File: src/core/adcm_pkg.sv
// Shared constants, types and reset values for the digital comparator block
package adcm_pkg;

    localparam int RES_W     = 12;     // Conversion result width
    localparam int CMP_IDX_W = 3;      // Comparator index width, up to eight units
    localparam int SEQ_W     = 2;      // Sample sequence number width
    localparam int NUM_SEQ   = 4;      // Sample sequences in the converter
    localparam int ADDR_W    = 12;     // APB address bits decoded
    localparam int DATA_W    = 32;     // APB data width
    localparam int MODE_W    = 4;      // Width of one mode selection

    // Register byte addresses
    localparam logic [ADDR_W-1:0] ADDR_BUSY     = 12'h000;
    localparam logic [ADDR_W-1:0] ADDR_STATUS   = 12'h004;
    localparam logic [ADDR_W-1:0] ADDR_SEQ_EN   = 12'h008;
    localparam logic [ADDR_W-1:0] ADDR_MASK     = 12'h00C;
    localparam logic [ADDR_W-1:0] ADDR_CLR_HIST = 12'h010;
    localparam logic [ADDR_W-1:0] ADDR_CFG_BASE = 12'h040;
    localparam logic [ADDR_W-1:0] ADDR_THR_BASE = 12'h080;
    localparam logic [ADDR_W-1:0] ADDR_WIN_MASK = 12'hFE0;   // Eight-word window

    // Field positions
    localparam int CFG_TRIG_LSB = 0;
    localparam int CFG_IRQ_LSB  = 8;
    localparam int THR_LOW_LSB  = 0;
    localparam int THR_HIGH_LSB = 16;
    localparam int CLR_TRIG_LSB = 0;
    localparam int CLR_IRQ_LSB  = 16;
    localparam int WORD_LSB     = 2;

    // One coding serves both the fault trigger and the interrupt selection
    typedef enum logic [MODE_W-1:0] {
        fault_trig_off             = 4'h0,
        fault_trig_low_every       = 4'h1,
        fault_trig_low_entry       = 4'h2,
        fault_trig_low_every_hyst  = 4'h3,
        fault_trig_low_entry_hyst  = 4'h4,
        fault_trig_mid_every       = 4'h5,
        fault_trig_mid_entry       = 4'h6,
        fault_trig_high_every      = 4'h7,
        fault_trig_high_entry      = 4'h8,
        fault_trig_high_every_hyst = 4'h9,
        fault_trig_high_entry_hyst = 4'hA
    } adcm_mode_t;

    typedef enum logic [1:0] {
        band_none = 2'b00,
        band_low  = 2'b01,
        band_mid  = 2'b10,
        band_high = 2'b11
    } adcm_band_t;

    // Result stream word
    typedef struct packed {
        logic [RES_W-1:0]     data;
        logic [CMP_IDX_W-1:0] cmp;
        logic [SEQ_W-1:0]     seq;
    } adcm_result_t;

    typedef struct packed {
        adcm_mode_t       trig_mode;
        adcm_mode_t       irq_mode;
        logic [RES_W-1:0] low_threshold;
        logic [RES_W-1:0] high_threshold;
    } adcm_cfg_t;

    typedef struct packed {
        adcm_band_t prev;
        logic       seen;   // Opposite band visited since last assertion
    } adcm_hist_t;

    typedef struct packed {
        logic       fire;
        adcm_hist_t hist;
    } adcm_eval_t;

    localparam adcm_cfg_t  CFG_RST  = '{fault_trig_off, fault_trig_off, 12'h000, 12'h000};
    localparam adcm_hist_t HIST_RST = '{band_none, 1'b0};

endpackage

File: src/core/adcm_digital_comparator.sv
// Converter digital comparators with fault triggers, interrupt and APB registers
// Operation
// (RULE_01) Result at or below low threshold is low band.
// (RULE_02) Result above low, at or below high threshold is mid band.
// (RULE_03) Result strictly above high threshold is high band.
// (RULE_04) One config word holds trigger mode and interrupt mode per comparator.
// (RULE_05) Trigger mode off never raises the fault trigger.
// (RULE_06) Every-mode fires for each result lying in the chosen band.
// (RULE_07) Entry-mode fires once when results move into the band.
// (RULE_08) Low hysteresis modes fire only after a high result since last firing.
// (RULE_09) High hysteresis modes fire only after a low result since last firing.
// (RULE_10) Interrupt mode offers the same choices, applied to the interrupt.
// (RULE_11) Trigger and interrupt histories reset separately by own flags.
// (RULE_12) Comparator reset returns stored history to its initial value.
// (RULE_13) Comparator interrupt status is independent of the producing sequence.
// (RULE_14) Writing a mask to status clears exactly the selected bits.
// (RULE_15) Each sequence has its own comparator interrupt enable.
// (RULE_16) Busy is true while sampling, false once samples are complete.
// (RULE_17) Software sets sequencer triggers to never before checking busy.
// (RULE_18) Each routed result is classified and evaluated in its valid cycle.
//
// Register access over APB and the register offsets were left to the implementer.
`timescale 1ns/1ps

module adcm_digital_comparator #(
    parameter int NUM_CMP = 8
) (
    input  wire logic                         core_clk_i,
    input  wire logic                         srst_i,
    input  wire logic                         psel_i,
    input  wire logic                         penable_i,
    input  wire logic                         pwrite_i,
    input  wire logic [adcm_pkg::ADDR_W-1:0]  paddr_i,
    input  wire logic [adcm_pkg::DATA_W-1:0]  pwdata_i,
    output logic      [adcm_pkg::DATA_W-1:0]  prdata_o,
    output logic                              pready_o,
    output logic                              pslverr_o,
    input  wire logic                         res_valid_i,
    input  wire adcm_pkg::adcm_result_t       res_i,
    input  wire logic                         conv_active_i,
    output logic      [NUM_CMP-1:0]           fault_trig_o,
    output logic                              irq_o,
    output logic                              busy_o
);
    import adcm_pkg::*;

    ////////////////////////////////////////////////////////////////////////////
    // State

    typedef struct packed {
        adcm_cfg_t  [NUM_CMP-1:0] cfg;
        adcm_hist_t [NUM_CMP-1:0] trig_hist;
        adcm_hist_t [NUM_CMP-1:0] irq_hist;
        logic       [NUM_CMP-1:0] status;
        logic       [NUM_CMP-1:0] mask;
        logic       [NUM_SEQ-1:0] seq_en;
        logic       [NUM_CMP-1:0] fault;
        logic                     busy;
        logic       [DATA_W-1:0]  rdata;
        logic                     slverr;
    } adcm_state_t;

    adcm_state_t state_reg;
    adcm_state_t state_next;

    ////////////////////////////////////////////////////////////////////////////
    // Mode evaluation

    // Hysteresis memory is only meaningful for the mode that set it; a mode
    // change mid-stream keeps the flag, so software should reset history too
    function automatic adcm_eval_t adcm_eval(
        input adcm_mode_t mode,
        input adcm_band_t band,
        input adcm_hist_t hist
    );
        adcm_eval_t r;
        adcm_band_t target;
        adcm_band_t opposite;
        logic       entry;
        logic       hyst;
        target   = band_none;
        opposite = band_none;
        entry    = 1'b0;
        hyst     = 1'b0;
        r.fire   = 1'b0;
        r.hist   = '{band, hist.seen};
        case (mode)
            fault_trig_low_every: begin
                target = band_low;                              // [RULE_06]
            end
            fault_trig_low_entry: begin
                target = band_low;
                entry  = 1'b1;                                  // [RULE_07]
            end
            fault_trig_low_every_hyst: begin
                target   = band_low;
                hyst     = 1'b1;
                opposite = band_high;                           // [RULE_08]
            end
            fault_trig_low_entry_hyst: begin
                target   = band_low;
                entry    = 1'b1;
                hyst     = 1'b1;
                opposite = band_high;                           // [RULE_08]
            end
            fault_trig_mid_every: begin
                target = band_mid;                              // [RULE_06]
            end
            fault_trig_mid_entry: begin
                target = band_mid;
                entry  = 1'b1;                                  // [RULE_07]
            end
            fault_trig_high_every: begin
                target = band_high;                             // [RULE_06]
            end
            fault_trig_high_entry: begin
                target = band_high;
                entry  = 1'b1;                                  // [RULE_07]
            end
            fault_trig_high_every_hyst: begin
                target   = band_high;
                hyst     = 1'b1;
                opposite = band_low;                            // [RULE_09]
            end
            fault_trig_high_entry_hyst: begin
                target   = band_high;
                entry    = 1'b1;
                hyst     = 1'b1;
                opposite = band_low;                            // [RULE_09]
            end
            default: begin
                target = band_none;                             // [RULE_05]
            end
        endcase
        r.fire = (target != band_none) && (band == target)
               && (!entry || hist.prev != target)
               && (!hyst || hist.seen);
        // Firing consumes the hysteresis arm; visiting the far band rearms it
        if (hyst) begin
            if (r.fire) begin
                r.hist.seen = 1'b0;                             // [RULE_08] [RULE_09]
            end else if (band == opposite) begin
                r.hist.seen = 1'b1;
            end
        end
        return r;
    endfunction

    ////////////////////////////////////////////////////////////////////////////
    // Per-comparator classification

    logic       [NUM_CMP-1:0] hit;
    adcm_eval_t [NUM_CMP-1:0] trig_ev;
    adcm_eval_t [NUM_CMP-1:0] irq_ev;

    genvar gi;
    generate
        for (gi = 0; gi < NUM_CMP; gi = gi + 1) begin : g_cmp
            adcm_band_t band;
            // Result is routed to this unit in its valid cycle
            assign hit[gi] = res_valid_i && (res_i.cmp == CMP_IDX_W'(gi));  // [RULE_18]
            // Three bands from two thresholds
            always_comb begin
                if (res_i.data <= state_reg.cfg[gi].low_threshold) begin
                    band = band_low;                            // [RULE_01]
                end else if (res_i.data <= state_reg.cfg[gi].high_threshold) begin
                    band = band_mid;                            // [RULE_02]
                end else begin
                    band = band_high;                           // [RULE_03]
                end
            end
            assign trig_ev[gi] = adcm_eval(state_reg.cfg[gi].trig_mode, band,
                                           state_reg.trig_hist[gi]);
            assign irq_ev[gi]  = adcm_eval(state_reg.cfg[gi].irq_mode, band,
                                           state_reg.irq_hist[gi]);  // [RULE_10]
        end
    endgenerate

    ////////////////////////////////////////////////////////////////////////////
    // APB decode

    logic                 setup;
    logic                 wr_acc;
    logic                 in_cfg;
    logic                 in_thr;
    logic                 mapped;
    logic [CMP_IDX_W-1:0] widx;

    assign setup  = psel_i && !penable_i;
    assign wr_acc = psel_i && penable_i && pwrite_i;
    assign widx   = paddr_i[WORD_LSB +: CMP_IDX_W];

    // Window hits need the index in range so absent units stay unmapped
    always_comb begin
        in_cfg = 1'b0;
        in_thr = 1'b0;
        mapped = 1'b0;
        if (paddr_i[WORD_LSB-1:0] != '0) begin
            mapped = 1'b0;
        end else if (paddr_i == ADDR_BUSY || paddr_i == ADDR_STATUS) begin
            mapped = 1'b1;
        end else if (paddr_i == ADDR_SEQ_EN || paddr_i == ADDR_MASK) begin
            mapped = 1'b1;
        end else if (paddr_i == ADDR_CLR_HIST) begin
            mapped = 1'b1;
        end else if ((paddr_i & ADDR_WIN_MASK) == ADDR_CFG_BASE) begin
            in_cfg = (int'(widx) < NUM_CMP);
            mapped = in_cfg;
        end else if ((paddr_i & ADDR_WIN_MASK) == ADDR_THR_BASE) begin
            in_thr = (int'(widx) < NUM_CMP);
            mapped = in_thr;
        end
    end

    ////////////////////////////////////////////////////////////////////////////
    // Next state

    always_comb begin
        state_next       = state_reg;
        state_next.fault = '0;
        state_next.busy  = conv_active_i;                       // [RULE_16]

        // Read data captured in the setup cycle so prdata comes from a flop
        if (setup) begin
            state_next.rdata  = '0;
            state_next.slverr = !mapped;
            if (paddr_i == ADDR_BUSY) begin
                state_next.rdata = DATA_W'(state_reg.busy);     // [RULE_16]
            end else if (paddr_i == ADDR_STATUS) begin
                state_next.rdata = DATA_W'(state_reg.status);   // [RULE_13]
            end else if (paddr_i == ADDR_SEQ_EN) begin
                state_next.rdata = DATA_W'(state_reg.seq_en);
            end else if (paddr_i == ADDR_MASK) begin
                state_next.rdata = DATA_W'(state_reg.mask);
            end else if (in_cfg) begin
                state_next.rdata[CFG_TRIG_LSB +: MODE_W] = state_reg.cfg[widx].trig_mode;
                state_next.rdata[CFG_IRQ_LSB +: MODE_W]  = state_reg.cfg[widx].irq_mode;
            end else if (in_thr) begin
                state_next.rdata[THR_LOW_LSB +: RES_W]  = state_reg.cfg[widx].low_threshold;
                state_next.rdata[THR_HIGH_LSB +: RES_W] = state_reg.cfg[widx].high_threshold;
            end
        end

        // Register writes take effect at the access edge
        if (wr_acc) begin
            if (paddr_i == ADDR_SEQ_EN) begin
                state_next.seq_en = pwdata_i[NUM_SEQ-1:0];      // [RULE_15]
            end else if (paddr_i == ADDR_MASK) begin
                state_next.mask = pwdata_i[NUM_CMP-1:0];
            end else if (in_cfg) begin
                state_next.cfg[widx].trig_mode =
                    adcm_mode_t'(pwdata_i[CFG_TRIG_LSB +: MODE_W]);  // [RULE_04]
                state_next.cfg[widx].irq_mode  =
                    adcm_mode_t'(pwdata_i[CFG_IRQ_LSB +: MODE_W]);   // [RULE_04]
            end else if (in_thr) begin
                state_next.cfg[widx].low_threshold  = pwdata_i[THR_LOW_LSB +: RES_W];
                state_next.cfg[widx].high_threshold = pwdata_i[THR_HIGH_LSB +: RES_W];
            end
        end

        // Write-one-to-clear; a same-cycle event keeps its bit
        if (wr_acc && paddr_i == ADDR_STATUS) begin
            state_next.status = state_reg.status & ~pwdata_i[NUM_CMP-1:0];  // [RULE_14]
        end

        for (int k = 0; k < NUM_CMP; k++) begin
            if (hit[k]) begin
                state_next.trig_hist[k] = trig_ev[k].hist;      // [RULE_18]
                state_next.irq_hist[k]  = irq_ev[k].hist;
                state_next.fault[k]     = trig_ev[k].fire;      // [RULE_05] [RULE_06]
                // Status bit is per comparator; sequence only gates it
                if (irq_ev[k].fire && state_reg.seq_en[res_i.seq]) begin
                    state_next.status[k] = 1'b1;                // [RULE_13] [RULE_15]
                end
            end
            // History reset wins over a result in the same cycle: fresh start
            if (wr_acc && paddr_i == ADDR_CLR_HIST) begin
                if (pwdata_i[CLR_TRIG_LSB + k]) begin
                    state_next.trig_hist[k] = HIST_RST;         // [RULE_11] [RULE_12]
                end
                if (pwdata_i[CLR_IRQ_LSB + k]) begin
                    state_next.irq_hist[k] = HIST_RST;          // [RULE_11] [RULE_12]
                end
            end
        end
    end

    ////////////////////////////////////////////////////////////////////////////
    // Registers

    always_ff @(posedge core_clk_i) begin
        if (srst_i) begin
            state_reg           <= '0;
            state_reg.cfg       <= {NUM_CMP{CFG_RST}};
            state_reg.trig_hist <= {NUM_CMP{HIST_RST}};
            state_reg.irq_hist  <= {NUM_CMP{HIST_RST}};
        end else begin
            state_reg <= state_next;
        end
    end

    ////////////////////////////////////////////////////////////////////////////
    // Outputs

    // Zero wait states: the read word was taken at setup
    assign pready_o     = psel_i && penable_i;
    assign prdata_o     = state_reg.rdata;
    assign pslverr_o    = psel_i && penable_i && state_reg.slverr;
    assign fault_trig_o = state_reg.fault;
    assign irq_o        = |(state_reg.status & state_reg.mask);
    assign busy_o       = state_reg.busy;

endmodule

File: config.mk
export PLATFORM = sky130hd
export DESIGN_NAME = adcm_digital_comparator
export DESIGN_NICKNAME = d
export VERILOG_FILES = /design/src/core/adcm_pkg.sv /design/src/core/adcm_digital_comparator.sv
export SDC_FILE = /design/constraint.sdc
export NUM_CORES = 1
export LEC_CHECK = 0
export BUFFER_PORTS_ARGS = -buffer_cell sky130_fd_sc_hd__buf_2
export CAP_MARGIN = 20
export CORE_UTILIZATION = 40
export DETAILED_ROUTE_END_ITERATION = 16
export SLEW_MARGIN = 15
export SYNTH_ARGS = -nofsm -noshare
export SYNTH_HDL_FRONTEND = slang
export SYNTH_SLANG_ARGS = --single-unit
File: constraint.sdc
create_clock -name core_clk_i -period 6.4 [get_ports core_clk_i]
set_input_delay 0.96 -clock core_clk_i [delete_from_list [all_inputs] [get_ports core_clk_i]]
set_output_delay 0.96 -clock core_clk_i [all_outputs]
set_load 0.02 [all_outputs]
======== After elaboration in Yosys (flattened, before gate mapping) ========
Index checks and enable logic that the tools add are counted.
storage, ports and cells
  word-level logic and storage cells ...... 852
  register bits after elaboration ......... 366
  input bits .............................. 68
cells by class
  bitwise operators ....................... 13
  mux-type cells .......................... 238
  equal/unequal tests ..................... 221
  order comparisons ....................... 19
  reductions and logical operators ........ 283
operators with widths
  operator                                                         count
  256-bit bitwise mux                                              4
  256-bit 2-to-1 mux                                               2
  32-bit demux with 3-bit select                                   4
  4-bit by 3-bit == test with 1-bit output, second input constant  64
  4-bit == test, second input constant                             48
  12-bit less-or-equal comparator                                  16
  4-bit OR reduction                                               48
  3-bit 2-to-1 mux                                                 48
  4-bit by 2-bit == test with 1-bit output, second input constant  32
  1-bit 2-to-1 mux                                                 121
  28-bit 2-to-1 mux                                                4
  2-bit OR reduction                                               56
  32-bit binary-select mux with 3-bit select                       1
  2-bit case mux with 3 select lines                               16
  5-bit OR reduction                                               16
  12-bit 2-to-1 mux                                                6
  1-bit logical AND                                                71
  2-bit == test                                                    32
  4-bit by 1-bit == test with 1-bit output, second input constant  16
  32-bit 2-to-1 mux                                                2
  2-bit case mux with 2 select lines                               16
  2-bit nonzero test                                               18
  1-bit zero test                                                  34
  1-bit logical OR                                                 34
  26 further kinds                                                 65

======== Longest topological paths before layout ========
  word-level depth ........................ 13
  depth in mapped cells ................... 12
  depth with buffers taken out ............ 11

======== Least setup slack after synthesis ========
OpenSTA, ideal clock, no wires.
  path type ............................... input to register
  start point ............................. input port res_i[5] (netlist name)
  end point ............................... register state_reg[80] (netlist name)
  library setup time ...................... 0.120 ns
  path slack .............................. 2.904 ns
  data arrival time ....................... 3.376 ns
  required time ........................... 6.280 ns
  path buffers ............................ 0
  stages on the path ...................... 11
  path through ............................ inv_1 ha_1 nor2b_1 o211ai_1 a211oi_1 o31a_2 nor3_2 mux2_2 a221oi_1 a21oi_1 o31a_1
on the way
  longest elaborated chain between the ends .. 12
  elaborated cells on any way between the ends .. 15
RTL lines
  item                             line                            source
  start: declaration               adcm_digital_comparator.sv:39   input wire adcm_pkg::adcm_result_t res_i,
  12-bit less-or-equal comparator  adcm_digital_comparator.sv:166  end else if (res_i.data <= state_reg.cfg[gi].high_threshold) begin
  1-bit 2-to-1 mux                 adcm_digital_comparator.sv:166
  2-bit 2-to-1 mux *               adcm_digital_comparator.sv:164  if (res_i.data <= state_reg.cfg[gi].low_threshold) begin
  2-bit == test                    adcm_digital_comparator.sv:135  r.fire = (target != band_none) && (band == target)
  1-bit logical AND                adcm_digital_comparator.sv:135
  1-bit logical AND                adcm_digital_comparator.sv:136  && (!entry || hist.prev != target)
  1-bit logical AND                adcm_digital_comparator.sv:137  && (!hyst || hist.seen);
  1-bit 2-to-1 mux *               adcm_digital_comparator.sv:140  if (r.fire) begin
  1-bit 2-to-1 mux *               adcm_digital_comparator.sv:139  if (hyst) begin
  3-bit 2-to-1 mux *               adcm_digital_comparator.sv:267  if (hit[k]) begin
  3-bit 2-to-1 mux                 adcm_digital_comparator.sv:281  if (pwdata_i[CLR_IRQ_LSB + k]) begin
  3-bit 2-to-1 mux *               adcm_digital_comparator.sv:277  if (wr_acc && paddr_i == ADDR_CLR_HIST) begin
  end signal: assignment           adcm_digital_comparator.sv:298  state_reg <= state_next;
  end: declaration                 adcm_digital_comparator.sv:63   adcm_state_t state_reg;
Mark *: on every way between the ends. The rest lies on a longest branch, timed or not.
A chain may end at the register's enable or synchronous reset.

======== Final worst setup path ========
Ends and elaborated chain as after synthesis.

==> metrics.txt <==
run status finished, violations left; violated checks DRC; gp weighted congestion 0.9293; Num CTS Buffers 44; WS Path Type input port to flop; fin nets 3275; number of synthesized register bits 358; number of flip-flops in the largest register 325; Max Slew Vio Count 0; internal power 3.953 mW; Layout Skew 26.31 ps; H-tree lvl count 2; Pre-antenna DRT Iters 12; pwr/cell area 204.5 mW/mm^2; die width 247.0 um; row count 89; FMAX 257.8 MHz; FFs w/ async S/R, synth 0; Hold Fails Final Rpt 0; Critical Path Fanout Max 16; RSZ-0062 raised after global routing no; Layout Utilization 0.4424; # IOs 112; Post-Syn Area 0.02402 sq mm; mean post-synth cell area 7.810 sq um; Final ANT Viol Nets 0; post-synthesis compound-gate area fraction 0.1925; Root Driver clkbuf_16; Crit. End Element flop; Sw Share 0.2612; Max IR drop VDD 0.1718 mV; hold_sp state_reg[104]; die area 0.06102 sq mm; IO buf count 95; count of cell types in the netlist 88; clock sink count 358; adder-cell share of the synthesized area 0.1000; Reg2Reg Depth 11; total number of vias 22670; Hold Path Sink state_reg[104]; worst-margin pin slew 1094 ps; worst reg2reg setup slack 3200 ps; sequential share of power 0.420; Post-synth top flop dfxtp_1; CTS resizes 0; Post-synth EDFFs 0; setup bufs post-CTS 0; Syn. warnings 0; Mapped Cells 3075; remaining routing DRC violations 18; hpwl dp 58910 um; Rel. slew slack 0.2677; Critical Path AT 4340 ps; initial DRC count 2331; area added between synthesis and finish 8.914%; Tmin final 3879 ps; # setup viols final 0; WL final 85230 um; mux contribution to synthesized area 0.1007; Psw 1.398 mW; Initial Util 0.4061; WL/cell 22.32 um; Setup TNS 0 ps; startpoint of the worst register-to-register path state_reg[312]; Hold-fix buffers, CTS 0; largest family of logic cells by synthesized area simple AND/OR/NAND/NOR gates; core area 0.05913 sq mm; Bufs on Longest Clock Path 3; layout cells sized above 1 0.1077; vias in the first global route 21190; Total GRT Usage 0.2765; Hold Path Stages 1; Seq/Total Area, Yosys 0.2984; Logic pwr share 0.090; Tcrit/Tclk final 0.6060; Max-cap violations 0; mean number of vias per cell 5.937; first-pass GRT wire length 128000 um; reg-to-reg endpoint state_reg[80]; largest net degree at the start of global routing 89; Hold Crit Class flop to flop; Synth Area in Simple Gates 0.2158; Die Y-Extent 247.0 um; WP data required 6870 ps; antenna violations before repair 2; Startpoint Class input port; CTS tree yes; Clk pwr share 0.489; Leak Pwr 9.101 nW; Worst-Skew Late Latency 600 ps; Synth Area in XOR/XNOR 0.01349; clock transition at the registers of the reported paths 50 ps; total gr overflow 0
kinds of logic after synthesis:
kind of cell	Yosys count
simple gates	1140
fa+ha+maj	192
buf+inv	444
xor+xnor	37
other cells	1
compound gates	750
flops	358
mux	153
synthesized netlist by cell type (12+ instances only):
library cell  instances  area [sq um]
dfxtp_1             358          7167
or2_2                12         75.07
or3_1                13         81.33
nand3_1              49         245.2
o221ai_1             13         113.9
mux2i_1              65         650.6
a21boi_0             16         120.1
nand4_1              61         381.6
mux4_2               69          1554
nand2b_1             25         156.4
nor3_1               48         240.2
nand2_1             596          2237
mux2_2               19         214.0
buf_2                35         175.2
nand3b_1             13         97.59
a21oi_1             367          1837
a31oi_1              19         118.9
a21o_1               61         457.9
nor2b_1              52         325.3
ha_1                192          2402
o211ai_1             19         142.6
o21a_1               29         217.7
a211oi_1             17         127.6
inv_1               205         769.5
clkbuf_1            149         559.3
nor2_1              194         728.2
xor2_1               21         183.9
xnor2_1              16         140.1
o21ai_0              87         435.4
o211a_1              13         130.1
buf_4                43         322.8
a22oi_1              24         180.2
power by group through the flow:
stage                     Clock, mW  Combinational, mW  Sequential [mW]
final                          2.62              0.484             2.25
after global routing           2.73              0.521             2.25
after CTS                      2.65              0.476             2.25
after detailed placement          0              0.473             2.30
after global placement            0              0.459             2.30
after floorplan                   0              0.301             2.29
layout make-up:
class / count / area [sq um]
Fill cell: 5790 / 32970
Multi-Input combinational cell: 2280 / 15020
Sequential cell: 358 / 7167
Clock buffer: 61 / 1256
Tap cell: 773 / 967.2
Inverter: 205 / 769.5
Timing Repair Buffer: 126 / 760.7
Clock inverter: 15 / 212.7
Antenna cell: 1 / 2.502
placed cells by master, fill, tap and decap left out, types with 13 or more instances in the layout:
| cell | instances |
|---|---|
| mux2_2 | 19 |
| nand2_1 | 596 |
| nand2b_1 | 25 |
| buf_2 | 93 |
| inv_1 | 205 |
| mux2i_1 | 65 |
| o221ai_1 | 13 |
| a21boi_0 | 16 |
| nand3b_1 | 13 |
| clkbuf_16 | 45 |
| nor2b_1 | 52 |
| xor2_1 | 21 |
| o21ai_0 | 87 |
| buf_4 | 29 |
| mux4_2 | 69 |
| a21oi_1 | 367 |
| o211a_1 | 13 |
| nand4_1 | 61 |
| nor2_1 | 190 |
| o21a_1 | 29 |
| a22oi_1 | 24 |
| ha_1 | 192 |
| nor3_1 | 45 |
| a211oi_1 | 17 |
| or3_1 | 13 |
| dfxtp_1 | 358 |
| nand3_1 | 49 |
| xnor2_1 | 16 |
| a21o_1 | 61 |
| o211ai_1 | 19 |
| a31oi_1 | 19 |
per-layer routing:
layer  track usage  vias to the layer above  part of all wire
met1        0.3623                    10900              0.42
met3       0.04385                      192             0.082
li1              -                    10590                 -
met4        0.1276                        2             0.044
met2        0.4438                      993              0.45
met5             0                        -           0.00016
worst max-delay path, stage by stage:
cell      delay, ps
buf_2           110
inv_1           720
ha_1            290
nor2b_1          50
o211ai_1        150
a211oi_1         90
o31a_2          430
nor3_2          430
mux2_2          390
a221oi_1        300
a21oi_1          90
o31a_1          320
how the worst max path moves through the flow:
| stage | from | depth (start not counted) | to | slack, ps |
|---|---|---|---|---|
| after floorplan | res_i[5] | 11 | state_reg[80] | 2900 |
| after global placement | res_i[5] | 12 | state_reg[80] | 2000 |
| after detailed placement | res_i[5] | 12 | state_reg[80] | 1970 |
| after CTS | res_i[5] | 12 | state_reg[80] | 2590 |
| after global routing | res_i[5] | 12 | state_reg[80] | 2350 |
| final | res_i[5] | 12 | state_reg[80] | 2520 |
per-stage QoR:
stage                     hold slack [ps]  instance area [sq um]  total power [mW]  setup slack, ps  std cells
after floorplan                     431.5                  24040             2.595             2904       3082
after global placement              449.5                  24630             2.756             2001       3739
after detailed placement            456.9                  24650             2.772             1967       3741
after CTS                           466.2                  26120             5.376             2587       3817
after global routing                484.9                  26160             5.504             2355       3819
final                               466.0                  26160             5.350             2521       3819
Note: power is estimated with default switching activity, not from simulation.
